## config.mk

```make
export PLATFORM = sky130hd
export DESIGN_NAME = pfc_feature_ctrl
export DESIGN_NICKNAME = d
export VERILOG_FILES = /design/src/rtl/pfc_pkg.sv /design/src/rtl/pfc_feature_ctrl.sv /design/src/rtl/pfc_group_merge.sv
export SDC_FILE = /design/constraint.sdc
export NUM_CORES = 1
export LEC_CHECK = 0
export BUFFER_PORTS_ARGS = -buffer_cell sky130_fd_sc_hd__clkbuf_2
export CORE_AREA = 2 2 111 113
export CTS_CLUSTER_DIAMETER = 200
export CTS_CLUSTER_SIZE = 24
export DETAILED_ROUTE_END_ITERATION = 8
export DIE_AREA = 0 0 113 115
export SETUP_SLACK_MARGIN = 0.5
export SYNTH_ARGS = -nofsm -noshare
export SYNTH_HDL_FRONTEND = slang
export SYNTH_SLANG_ARGS = --single-unit
export TNS_END_PERCENT = 20
```

## constraint.sdc

```tcl
create_clock -name clk_sys -period 0.9 [get_ports clk_sys]
set_input_delay 0.135 -clock clk_sys [delete_from_list [all_inputs] [get_ports clk_sys]]
set_output_delay 0.135 -clock clk_sys [all_outputs]
set_load 0.005 [all_outputs]
```

## src/rtl/pfc_pkg.sv

```systemverilog
// Package: constants for the processor feature control block
package pfc_pkg;
    localparam int unsigned PFC_VEC_W      = 64;
    // Feature bit positions
    localparam int unsigned PFC_BIT_ERR_PROMO    = 63;
    localparam int unsigned PFC_BIT_ABT_ERR      = 62;
    localparam int unsigned PFC_BIT_ABT_INIT     = 61;
    localparam int unsigned PFC_BIT_CORR_PROMO   = 60;
    localparam int unsigned PFC_BIT_CACHE_DIS    = 59;
    localparam int unsigned PFC_BIT_COH_DIS      = 58;
    localparam int unsigned PFC_BIT_GATING_DIS   = 57;
    localparam int unsigned PFC_BIT_TMO_INIT_DIS = 56;
    // Features modelled by this block occupy bits 63..56
    localparam logic [63:0] PFC_DEFINED_MASK     = 64'hff00_0000_0000_0000;
    localparam logic [63:0] PFC_IMPL_DEFAULT     = 64'hff00_0000_0000_0000;
    localparam logic [63:0] PFC_CTRL_DEFAULT     = 64'hff00_0000_0000_0000;
    localparam logic [63:0] PFC_GROUP_DEFAULT    = 64'h0000_0000_0000_0000;
    localparam logic [63:0] PFC_SETTINGS_RESET   = 64'h0000_0000_0000_0000;
    // Call status codes, two's complement in 8 bits
    localparam logic [7:0]  PFC_ST_OK            = 8'h00;
    localparam logic [7:0]  PFC_ST_BAD_ARG       = 8'hfe;
    localparam logic [7:0]  PFC_ST_ERROR         = 8'hfd;
endpackage : pfc_pkg
```

## src/rtl/pfc_feature_ctrl.sv

```systemverilog
// Processor feature control: query/set calls and feature-driven signalling
//
// Function
// [RQ1] Report 64-bit implemented-features vector, one bit per feature.
// [RQ2] Report current-settings vector with same positions, live state.
// [RQ3] Report controllable vector; only those bits change on a set call.
// [RQ4] Query status: 0 success, -2 invalid argument, -3 error.
// [RQ5] Enabling or disabling any group member does so for whole group.
// [RQ6] Control attribute counts only for implemented features.
// [RQ7] Controllable bits are 0 after reset; check/init entries keep them.
// [RQ8] Bit 63 set: bus error also asserts bus init, if init enabled.
// [RQ9] Bit 62 set: machine check abort asserts bus error, if enabled.
// [RQ10] Bit 61 set: machine check abort asserts bus init, if enabled.
// [RQ11] Bit 60 set: corrected interrupt becomes abort, then promotions.
// [RQ12] Bit 59 set: bypass cache, no coherence requests, snoops miss.
// [RQ13] Bit 58 set: every coherency request answered as line absent.
// [RQ14] Bit 57 clear permits idle unit gating; set keeps all clocks.
// [RQ15] Bit 56 set: internal time-out bus init is silently discarded.
// [RQ16] Set requests for non-controllable features are ignored.
// [RQ17] Reserved bits read zero in all vectors; writes to them ignored.
module pfc_feature_ctrl
    import pfc_pkg::*;
#(
    parameter logic [63:0] IMPL_MASK  = PFC_IMPL_DEFAULT,
    parameter logic [63:0] CTRL_MASK  = PFC_CTRL_DEFAULT,
    parameter logic [63:0] GROUP_MASK = PFC_GROUP_DEFAULT
) (
    input  wire logic        clk_sys,
    input  wire logic        rst_n,
    // Call port
    input  wire logic        feature_query_call,
    input  wire logic        feature_write_call,
    input  wire logic        call_arg_bad,
    input  wire logic [63:0] feature_select,
    output logic             call_done,
    output logic [7:0]       call_status,
    output logic [63:0]      implemented_features_vector,
    output logic [63:0]      current_settings_vector,
    output logic [63:0]      controllable_features_vector,
    // Firmware entries
    input  wire logic        machine_check_handler_entry,
    input  wire logic        init_handler_entry,
    // Signalling enables from the bus feature block
    input  wire logic        bus_error_sig_en,
    input  wire logic        bus_init_sig_en,
    input  wire logic        abort_sig_en,
    // Events, one-cycle pulses from core logic
    input  wire logic        bus_error_evt,
    input  wire logic        machine_check_abort,
    input  wire logic        corrected_check_interrupt,
    input  wire logic        internal_timeout_evt,
    // Pins and controls
    output logic             bus_error_pin,
    output logic             bus_initialization_pin,
    output logic             abort_raise,
    output logic             cache_bypass,
    output logic             coh_req_block,
    output logic             snoop_force_miss,
    output logic             dynamic_power_gating_en
);

    ////////////////////////////////////////////////////////////////////////
    // Masks and settings
    ////////////////////////////////////////////////////////////////////////

    // Control attribute only counts where the feature exists
    localparam logic [63:0] IMPL_EFF = IMPL_MASK & PFC_DEFINED_MASK; // [RQ17]
    localparam logic [63:0] CTRL_EFF = CTRL_MASK & IMPL_EFF; // [RQ6]
    localparam logic [63:0] GRP_EFF  = GROUP_MASK & CTRL_EFF;

    logic [63:0] settings_reg;
    logic [63:0] settings_next;
    logic        sel_bad;

    pfc_group_merge #(
        .W (PFC_VEC_W)
    ) u_merge (
        .req_vec     (feature_select),
        .old_vec     (settings_reg),
        .change_mask (CTRL_EFF),
        .group_mask  (GRP_EFF),
        .merged_vec  (settings_next)
    ); // [RQ5]

    // Selecting a feature that does not exist is an invalid argument for a set call
    assign sel_bad = |(feature_select & ~IMPL_EFF & PFC_DEFINED_MASK);

    // Handler entries do not touch the settings, only reset and set calls do
    always_ff @(posedge clk_sys) begin
        if (!rst_n) begin
            settings_reg <= PFC_SETTINGS_RESET; // [RQ7]
        end else if (feature_write_call && !call_arg_bad && !sel_bad) begin
            settings_reg <= settings_next; // [RQ3] [RQ16]
        end
    end

    ////////////////////////////////////////////////////////////////////////
    // Call answers
    ////////////////////////////////////////////////////////////////////////

    always_ff @(posedge clk_sys) begin
        if (!rst_n) begin
            call_done   <= 1'b0;
            call_status <= PFC_ST_OK;
        end else begin
            call_done <= feature_query_call | feature_write_call;
            if (feature_query_call || feature_write_call) begin
                if (call_arg_bad) begin
                    call_status <= PFC_ST_BAD_ARG; // [RQ4]
                end else if (feature_query_call && feature_write_call) begin
                    call_status <= PFC_ST_ERROR; // [RQ4]
                end else if (feature_write_call && sel_bad) begin
                    call_status <= PFC_ST_BAD_ARG;
                end else begin
                    call_status <= PFC_ST_OK; // [RQ4]
                end
            end
        end
    end

    always_ff @(posedge clk_sys) begin
        if (!rst_n) begin
            implemented_features_vector  <= 64'h0000_0000_0000_0000;
            controllable_features_vector <= 64'h0000_0000_0000_0000;
            current_settings_vector      <= PFC_SETTINGS_RESET;
        end else begin
            implemented_features_vector  <= IMPL_EFF; // [RQ1] [RQ17]
            controllable_features_vector <= CTRL_EFF; // [RQ3] [RQ17]
            current_settings_vector <= settings_reg & IMPL_EFF; // [RQ2]
        end
    end

    ////////////////////////////////////////////////////////////////////////
    // Error promotion
    ////////////////////////////////////////////////////////////////////////

    logic abort_eff;
    logic err_eff;
    logic init_eff;

    always_comb begin
        // Corrected interrupt joins the abort path only with aborts enabled
        abort_eff = machine_check_abort |
                    (corrected_check_interrupt &
                     settings_reg[PFC_BIT_CORR_PROMO] &
                     abort_sig_en); // [RQ11]
        err_eff   = bus_error_evt |
                    (abort_eff & settings_reg[PFC_BIT_ABT_ERR]); // [RQ9]
        init_eff  = (bus_error_evt &
                     settings_reg[PFC_BIT_ERR_PROMO]) | // [RQ8]
                    (abort_eff & settings_reg[PFC_BIT_ABT_INIT]) | // [RQ10]
                    (internal_timeout_evt &
                     !settings_reg[PFC_BIT_TMO_INIT_DIS]); // [RQ15]
    end

    always_ff @(posedge clk_sys) begin
        if (!rst_n) begin
            bus_error_pin          <= 1'b0;
            bus_initialization_pin <= 1'b0;
            abort_raise            <= 1'b0;
        end else begin
            abort_raise            <= abort_eff & abort_sig_en; // [RQ11]
            bus_error_pin          <= err_eff & bus_error_sig_en; // [RQ9]
            bus_initialization_pin <= init_eff & bus_init_sig_en; // [RQ8]
        end
    end

    ////////////////////////////////////////////////////////////////////////
    // Cache, coherency and clock gating controls
    ////////////////////////////////////////////////////////////////////////

    always_ff @(posedge clk_sys) begin
        if (!rst_n) begin
            cache_bypass            <= 1'b0;
            coh_req_block           <= 1'b0;
            snoop_force_miss        <= 1'b0;
            dynamic_power_gating_en <= 1'b1;
        end else begin
            cache_bypass     <= settings_reg[PFC_BIT_CACHE_DIS]; // [RQ12]
            coh_req_block    <= settings_reg[PFC_BIT_CACHE_DIS]; // [RQ12]
            snoop_force_miss <= settings_reg[PFC_BIT_CACHE_DIS] |
                                settings_reg[PFC_BIT_COH_DIS]; // [RQ12] [RQ13]
            dynamic_power_gating_en <=
                !settings_reg[PFC_BIT_GATING_DIS]; // [RQ14]
        end
    end

    // Handler entry strobes are accepted but deliberately change nothing
    logic unused_entries;
    assign unused_entries = machine_check_handler_entry | init_handler_entry;

endmodule : pfc_feature_ctrl

```

## src/rtl/pfc_group_merge.sv

```systemverilog
// Group tie logic: a group member that flips sets or clears the whole group to its new level
module pfc_group_merge
    import pfc_pkg::*;
#(
    parameter int unsigned W = 64
) (
    input  wire logic [W-1:0] req_vec,
    input  wire logic [W-1:0] old_vec,
    input  wire logic [W-1:0] change_mask,
    input  wire logic [W-1:0] group_mask,
    output logic      [W-1:0] merged_vec
);
    logic [W-1:0] grp_changed;
    logic         grp_on;
    logic         grp_hit;

    always_comb begin
        grp_changed = (req_vec ^ old_vec) & group_mask;
        grp_hit     = |grp_changed;
        // The flipped member dictates the group level
        grp_on      = |(grp_changed & req_vec);
        merged_vec  = req_vec;
        if (grp_hit) begin
            merged_vec = (req_vec & ~group_mask) |
                         (grp_on ? group_mask : {W{1'b0}});
        end
        merged_vec = (merged_vec & change_mask) | (old_vec & ~change_mask);
    end
endmodule : pfc_group_merge

```

After elaboration in Yosys (flattened, before gate mapping):

Index checks and enable logic that the tools add are counted.

* reductions and logical operators: 6
* muxes and demuxes: 3
* bitwise gates (word level): 16

Operators by type and width (count)
* $mux W64: 1
* $or A64 B56 Y64: 1
* $mux W8: 2
* $and A1 B1 Y1: 9
* $or A1 B1 Y1: 6
* $logic_not A1 Y1: 3
* $logic_and A1 B1 Y1: 2
* $logic_or A1 B1 Y1: 1

* bits in registers: 207
* input port bits: 78
* output and inout port bits: 208
* word-level logic and storage cells: 37

Depth between registers and ports, before layout:

Gate-level depths: netlist (run 1).

* word-level depth: 7
* mapped depth: 4
* mapped depth without buffers: 3

Hierarchy:

A second synthesis (run 1) with hierarchy kept.

* cell total of the unflattened synthesis: 1112
* area, all modules: 8569.5 µm²

Modules (own cells, without submodules)
* pfc_feature_ctrl: instances 1, cells each 520, area an instance 4361.7 µm², sequential area each 1641.6 µm²
* pfc_group_merge: instances 1, cells each 592, area an instance 4207.8 µm², sequential area each 0.0 µm²

Worst setup path before layout (run 1):

No wires, ideal clock.

* path type: flip-flop to flip-flop
* start: reg settings_reg[60]
* end: reg bus_initialization_pin
* path slack: 0.028 ns
* arrival time: 0.749 ns
* library setup time: 0.124 ns
* cell stages (with the launch flop): 4
* cell sequence: dfxtp_1 a31o_2 a222oi_1 nor2_1

* word-level cells in the longest chain between the ends: 7

RTL lines
* from (decl): RTL line pfc_feature_ctrl.sv:71 `logic [63:0] settings_reg;`
* from (signal assigned): RTL line pfc_feature_ctrl.sv:93 `settings_reg <= settings_next;`
* $and A1 B1 Y1: RTL line pfc_feature_ctrl.sv:144 `(corrected_check_interrupt &`
* $and A1 B1 Y1: RTL line pfc_feature_ctrl.sv:145 `settings_reg[PFC_BIT_CORR_PROMO] &`
* $or A1 B1 Y1: RTL line pfc_feature_ctrl.sv:143 `abort_eff = machine_check_abort |`
* $and A1 B1 Y1: RTL line pfc_feature_ctrl.sv:151 `(abort_eff & settings_reg[PFC_BIT_ABT_INIT]) |`
* $or A1 B1 Y1: RTL line pfc_feature_ctrl.sv:150 `settings_reg[PFC_BIT_ERR_PROMO]) |`
* $or A1 B1 Y1: RTL line pfc_feature_ctrl.sv:151
* $and A1 B1 Y1: RTL line pfc_feature_ctrl.sv:164 `bus_initialization_pin <= init_eff & bus_init_sig_en;`
* to (signal assigned): RTL line pfc_feature_ctrl.sv:164
* to (decl): RTL line pfc_feature_ctrl.sv:54 `output logic bus_initialization_pin,`

Every way passes these cells.
A chain may end at the register's enable or synchronous reset.

Worst setup path after layout (run 1):

Ends and elaborated chain as after synthesis.

==> flow_summary.toml, run 1 <==
[critical_path]
cp_slowest_cell = "dfxtp_2"
cp_top_family = "compound AO/OA/AOI/OAI gates"
worstPathRequired_ps = 1040
crit_type = "flip-flop to flip-flop"
worst-path-buf-inv = 0
crit_fanout = 2
path_cells = "a31o_2 -> a222oi_1 -> nor2_1"
crit_arrival_ps = 1100
cp-end-kind = "flip-flop"
critPathMaxStageDelay_ps = 320
critPathLaunchType = "flip-flop"

[grt]
grt_max_degree = 22
antenna_found_initial = 0
first_global_vias = 763
grt_pass1_wl_um = 3919
grt_overflow_total = 0
track_usage_pct = 3.772

[layout]
fin_util_pct = 19.24
post_layout_nonfiller_instances = 467
drive_gt1_share_pct = 34.69
final_cell_area_um2 = 2272
final_nets = 399
diodes = 0
area_delta_synth_final_pct = -0.6564

[logic_synthesis]
syn_area_um2 = 2287
ys_ff_latch = 26
ys_warn_count = 0
yosysSeqAreaShare_pct = 22.76
syn_inst = 277
syn_avg_cell_area_um2 = 8.257
yosysUniqueCellTypes = 24

[hold_path]
hold_path_class = "primary input to flip-flop"

[timing]
hold_viol = 0
fin_tns_setup_ps = -939.1
finalCritPeriodShare_pct = 106.7
finClkSkew_ps = 2.554
slew_viol_final = 0
setup_viol = 20
holdWs_ps = 35.05
fin_crit_ps = 960.0
rsz0062_at_grt = "yes"
fin_ws_ps = -59.95
max_freq_mhz = 1042

[floorplan]
die_w_um = 113
start_util_pct = 19.36
rows = 40
die-area_um2 = 13000
ios = 286
die_y_um = 115
core_area_um2 = 11810

[power]
pwr_density_cell_nw_per_um2 = 1278
vdd_drop_max_mv = 0.6838
power.internal_mw = 2.175
leakagePower_nw = 1.271
netSwitchingPower_mw = 0.7296
combPwrFrac_pct = 17.5
netSwitchingFraction_pct = 25.12
p_clk_share_pct = 39.8
p_total_mw = 2.905
p_seq_share_pct = 42.7

[routing]
wl_um = 3267
drtIter0Drc = 34
ant_nets = 0
firstDrtPassIters = 6
vias = 1208
wl_per_cell_um = 6.996
drc = 17
routed_via_density = 2.587

[outcome]
status = "complete, but fails checks"
violations = "DRC, setup timing"

[clock_network]
clkLatencyLatePin_ps = 250
cts_buffers = 3
clock_sinks = 26
cts-root-buf = "clkbuf_16"
clock_tree.buffer_depth = 2
post_cts.repair.setup_buffers = 0
cts_tree = "done"
h-tree-depth = 1
cts.clk_slew.worst_paths_ps = 70

[flow_run]
max_cap_viol_count = 0

[placement]
dp.cells = 463
place_ws_ps = -64.77
gp_congestion = 0.6480
placed_area_um2 = 2011
detailed_place_hpwl_um = 2880
port_buffers = 59
-- per-layer routing --
metal	routed length [µm]	up-vias	global-route usage, %	part of all wire [%]
met4	12	0	0.9756	0.37
met2	1723	108	6.627	53
met5	0	-	0	0
met3	579	2	1.950	18
met1	952	520	4.014	29
li1	-	578	-	-
-- logic make-up after synthesis --
kind of cell	count (synthesis)	share of synthesized area, %
compound gates	15	5.087
flops	26	22.76
simple gates	38	7.824
xor+xnor	1	0.3830
other cells	1	0.1640
buf+inv	196	63.79
-- power by group through the flow --
| stage | combinational (mW) | clock, mW | sequential [mW] |
|---|---|---|---|
| floorplan | 0.872 | 0 | 1.26 |
| global placement | 0.434 | 0 | 1.26 |
| detailed placement | 0.434 | 0 | 1.26 |
| CTS | 0.474 | 1.18 | 1.24 |
| global route | 0.584 | 1.25 | 1.25 |
| finish | 0.508 | 1.16 | 1.24 |
-- Yosys cell counts --
master,n,share of area [%]
dfxtp_1,26,23
or2_2,1,0.27
nand2b_1,1,0.27
clkbuf_2,2,0.44
a31o_2,1,0.38
a222oi_1,1,0.44
a21boi_1,8,2.6
and3_1,1,0.27
o31ai_1,1,0.33
nor2_1,5,0.82
and2_1,8,2.2
xnor2_1,1,0.38
buf_6,1,0.49
a22oi_2,1,0.55
a21boi_0,1,0.33
a21oi_1,1,0.22
inv_1,2,0.33
nand2_1,19,3.1
o21ai_0,1,0.22
conb_1,1,0.16
buf_4,190,62
clkbuf_1,1,0.16
nor2b_1,2,0.55
and2b_1,1,0.33
-- final cells by class --
cell class | count | area (µm²)
clock buffer | 4 | 100.1
inverter | 2 | 7.507
sequential | 26 | 544.3
fill | 1314 | 9539
timing repair buffer | 66 | 436.7
tap | 147 | 183.9
multi-input combinational | 222 | 999.7
-- cell usage in the layout (no fill, tap or decap), types with 3 or more instances in the layout --
cell type  instances
nand2_1           11
clkbuf_16          4
nor2_1             4
buf_4              3
a21boi_1           8
nand2_2            7
and2_4             8
buf_6              5
dfxtp_2           16
buf_2              6
dfxtp_1            9
conb_1           168
clkbuf_2          46
-- timing repair --
action / CTS / global route
gates resized for setup: 41 / 27
setup endpoints to repair: 65 / 65
pin swaps: 17 / 13
hold buffers: 0 / 0
gates cloned: 0 / 0
-- worst register-to-register path, delay by kind of cell, from the launching register on --
family          cells  cell delay, ps
compound gates      2             470
flops               1             320
simple gates        1              60
-- path summary, 6_finish.rpt --
check | startpoint | end | slack [ps] | depth (start not counted)
min reg2reg | settings_reg[57]$_SDFFE_PN0P_ | settings_reg[57]$_SDFFE_PN0P_ | 450 | 2
max reg2reg | settings_reg[60]$_SDFFE_PN0P_ | bus_initialization_pin$_SDFF_PN0_ | -60 | 3
min | rst_n | controllable_features_vector[62]$_DFF_P_ | 40 | 1
max | settings_reg[60]$_SDFFE_PN0P_ | bus_initialization_pin$_SDFF_PN0_ | -60 | 3
Note: power is estimated with default switching activity, not from simulation.
==> run 2: changes to the inputs <==
==> constraint.sdc (replaced) <==
create_clock -name clk_sys -period 0.9 [get_ports clk_sys]
set_input_delay 0.135 -clock clk_sys [delete_from_list [all_inputs] [get_ports clk_sys]]
set_output_delay 0.135 -clock clk_sys [all_outputs]
set_load 0.05 [all_outputs]
==> run 2 against run 1 <==
The flow still finishes with violations (DRC, setup timing). Total power up 58%. Maximum frequency shrank 9.6%. Core utilization up 3.8 points. Register-to-register slack about the same. Combinational power rose to 4.7 times the previous value. Clock skew is 2.0 ps higher. Sequential share of layout area fell by 3.5 points. Largest cell class unchanged. Wire length increased by 15%. Setup slack worse by 100 ps. Highest routed layer is now met3. Critical path type is now flip-flop to primary output.
==> flow_summary.toml, run 2 (synthesized netlist as in run 1, its figures left out) <==
[outcome]
status = "complete, but fails checks"
violations = "DRC, setup timing"

[floorplan]
die_y_um = 115
die-area_um2 = 13000
core_area_um2 = 11810
ios = 286
die_w_um = 113
rows = 40
start_util_pct = 19.36

[power]
vdd_drop_max_mv = 0.6794
leakagePower_nw = 1.407
pwr_density_cell_nw_per_um2 = 1687

[critical_path]
worstPathRequired_ps = 760
critPathLaunchType = "flip-flop"
critPathLaunch = "controllable_features_vector[62]$_DFF_P_"
critPathMaxStageDelay_ps = 370
path_cells = "buf_12 -> buf_6"
cp_slowest_cell = "dfxtp_4"
crit_fanout = 8
r2r_start = "settings_reg[60]$_SDFFE_PN0P_"
cp-end-kind = "primary output"
crit_arrival_ps = 930
crit_type = "flip-flop to primary output"

[routing]
firstDrtPassIters = 6
wl_per_cell_um = 8.045
vias = 1252
drc = 17
drtIter0Drc = 33
wl_um = 3765
ant_nets = 0
routed_via_density = 2.675

[layout]
fin_util_pct = 23.06
layout_common_cells = "conb_1, dfxtp_2, clkbuf_2"
drive_gt1_share_pct = 35.20
final_nets = 401
area_delta_synth_final_pct = 19.09
final_common_cell = "conb_1"
final_cell_area_um2 = 2724
fillers = 1289
diodes = 0

[grt]
grt_pass1_wl_um = 4595
first_global_vias = 919
antenna_found_initial = 0
grt_overflow_total = 0
grt_max_degree = 18
track_usage_pct = 4.456

[timing]
finClkSkew_ps = 4.593
rsz0062_at_grt = "yes"
holdWs_ps = 74.64
hold_viol = 0
max_freq_mhz = 941.4
fin_ws_ps = -162.2
finalCritPeriodShare_pct = 118.0
setup_viol = 26
fin_crit_ps = 1062
fin_tns_setup_ps = -3141
slew_viol_final = 0

[clock_network]
h-tree-depth = 1
clkLatencyLatePin_ps = 250
clock_sinks = 26
cts.clk_slew.worst_paths_ps = 60
cts-root-buf = "clkbuf_16"
cts_tree = "done"
clock_tree.buffer_depth = 2
postCtsHoldBufs = 0
cts_buffers = 3

[placement]
gp_congestion = 0.7069
detailed_place_hpwl_um = 2935
placed_area_um2 = 2006
port_buffers = 59

[hold_path]
hold_path_class = "primary input to flip-flop"
min-delay-start = "bus_error_sig_en"

[flow_run]
max_cap_viol_count = 0
## run 2: cell count changes in the layout (fill, tap and decap cells not counted), sizes merged
cell	delta
clkbuf	-12
buf	+13
## run 2: report_power, final
part           switching, mW  internal [mW]
combinational           2.01          0.382
clock                  0.366          0.588
sequential            0.0441           1.21
total                   2.42           2.18
## run 2: cell type report
| type | count | area (µm²) | share of cell area (%) |
|---|---|---|---|
| flip-flops and latches | 26 | 556.8 | 20.44 |
| multi-input cells | 222 | 983.4 | 36.10 |
| well taps | 147 | 183.9 | 6.752 |
| inverters | 2 | 7.507 | 0.2756 |
| repair buffers | 68 | 917.1 | 33.67 |
| clock buffers | 3 | 75.07 | 2.756 |
## run 2: stage by stage
| stage | worst slack (ps) | cells | power, mW |
|---|---|---|---|
| final | -162.2 | 468 | 4.595 |
| after CTS | -175.6 | 466 | 4.490 |
| after floorplan | 27.82 | 444 | 3.836 |
| after detailed placement | -72.61 | 463 | 3.358 |
| after global placement | -43.97 | 463 | 3.354 |
| after global routing | -187.5 | 468 | 4.749 |
## run 2: timing repair
item,in CTS,in global routing
buffers inserted,0,2
hold endpoints to repair,0,0
setup endpoints to repair,65,65
pin swaps,17,12
resized for setup,112,64
## run 2: layer usage
| metal | global-route usage, % | up-vias | wire length [µm] |
|---|---|---|---|
| li1 | - | 579 | - |
| met1 | 4.392 | 565 | 1109 |
| met2 | 8.503 | 108 | 2149 |
| met3 | 1.950 | 0 | 506 |
| met4 | 1.220 | 0 | 0 |
| met5 | 0 | - | 0 |
## run 2: critical path, delay by kind of cell (launching register included)
kind | cells | cell delay, ps
flops | 1 | 370
buf+inv | 2 | 300
## run 2: worst paths after layout
check,end,slack (ps),cells past startpoint
max,implemented_features_vector[58],-160,2
min,bus_error_pin$_SDFF_PN0_,70,3
max reg2reg,bus_initialization_pin$_SDFF_PN0_,-60,3
min reg2reg,settings_reg[59]$_SDFFE_PN0P_,450,2
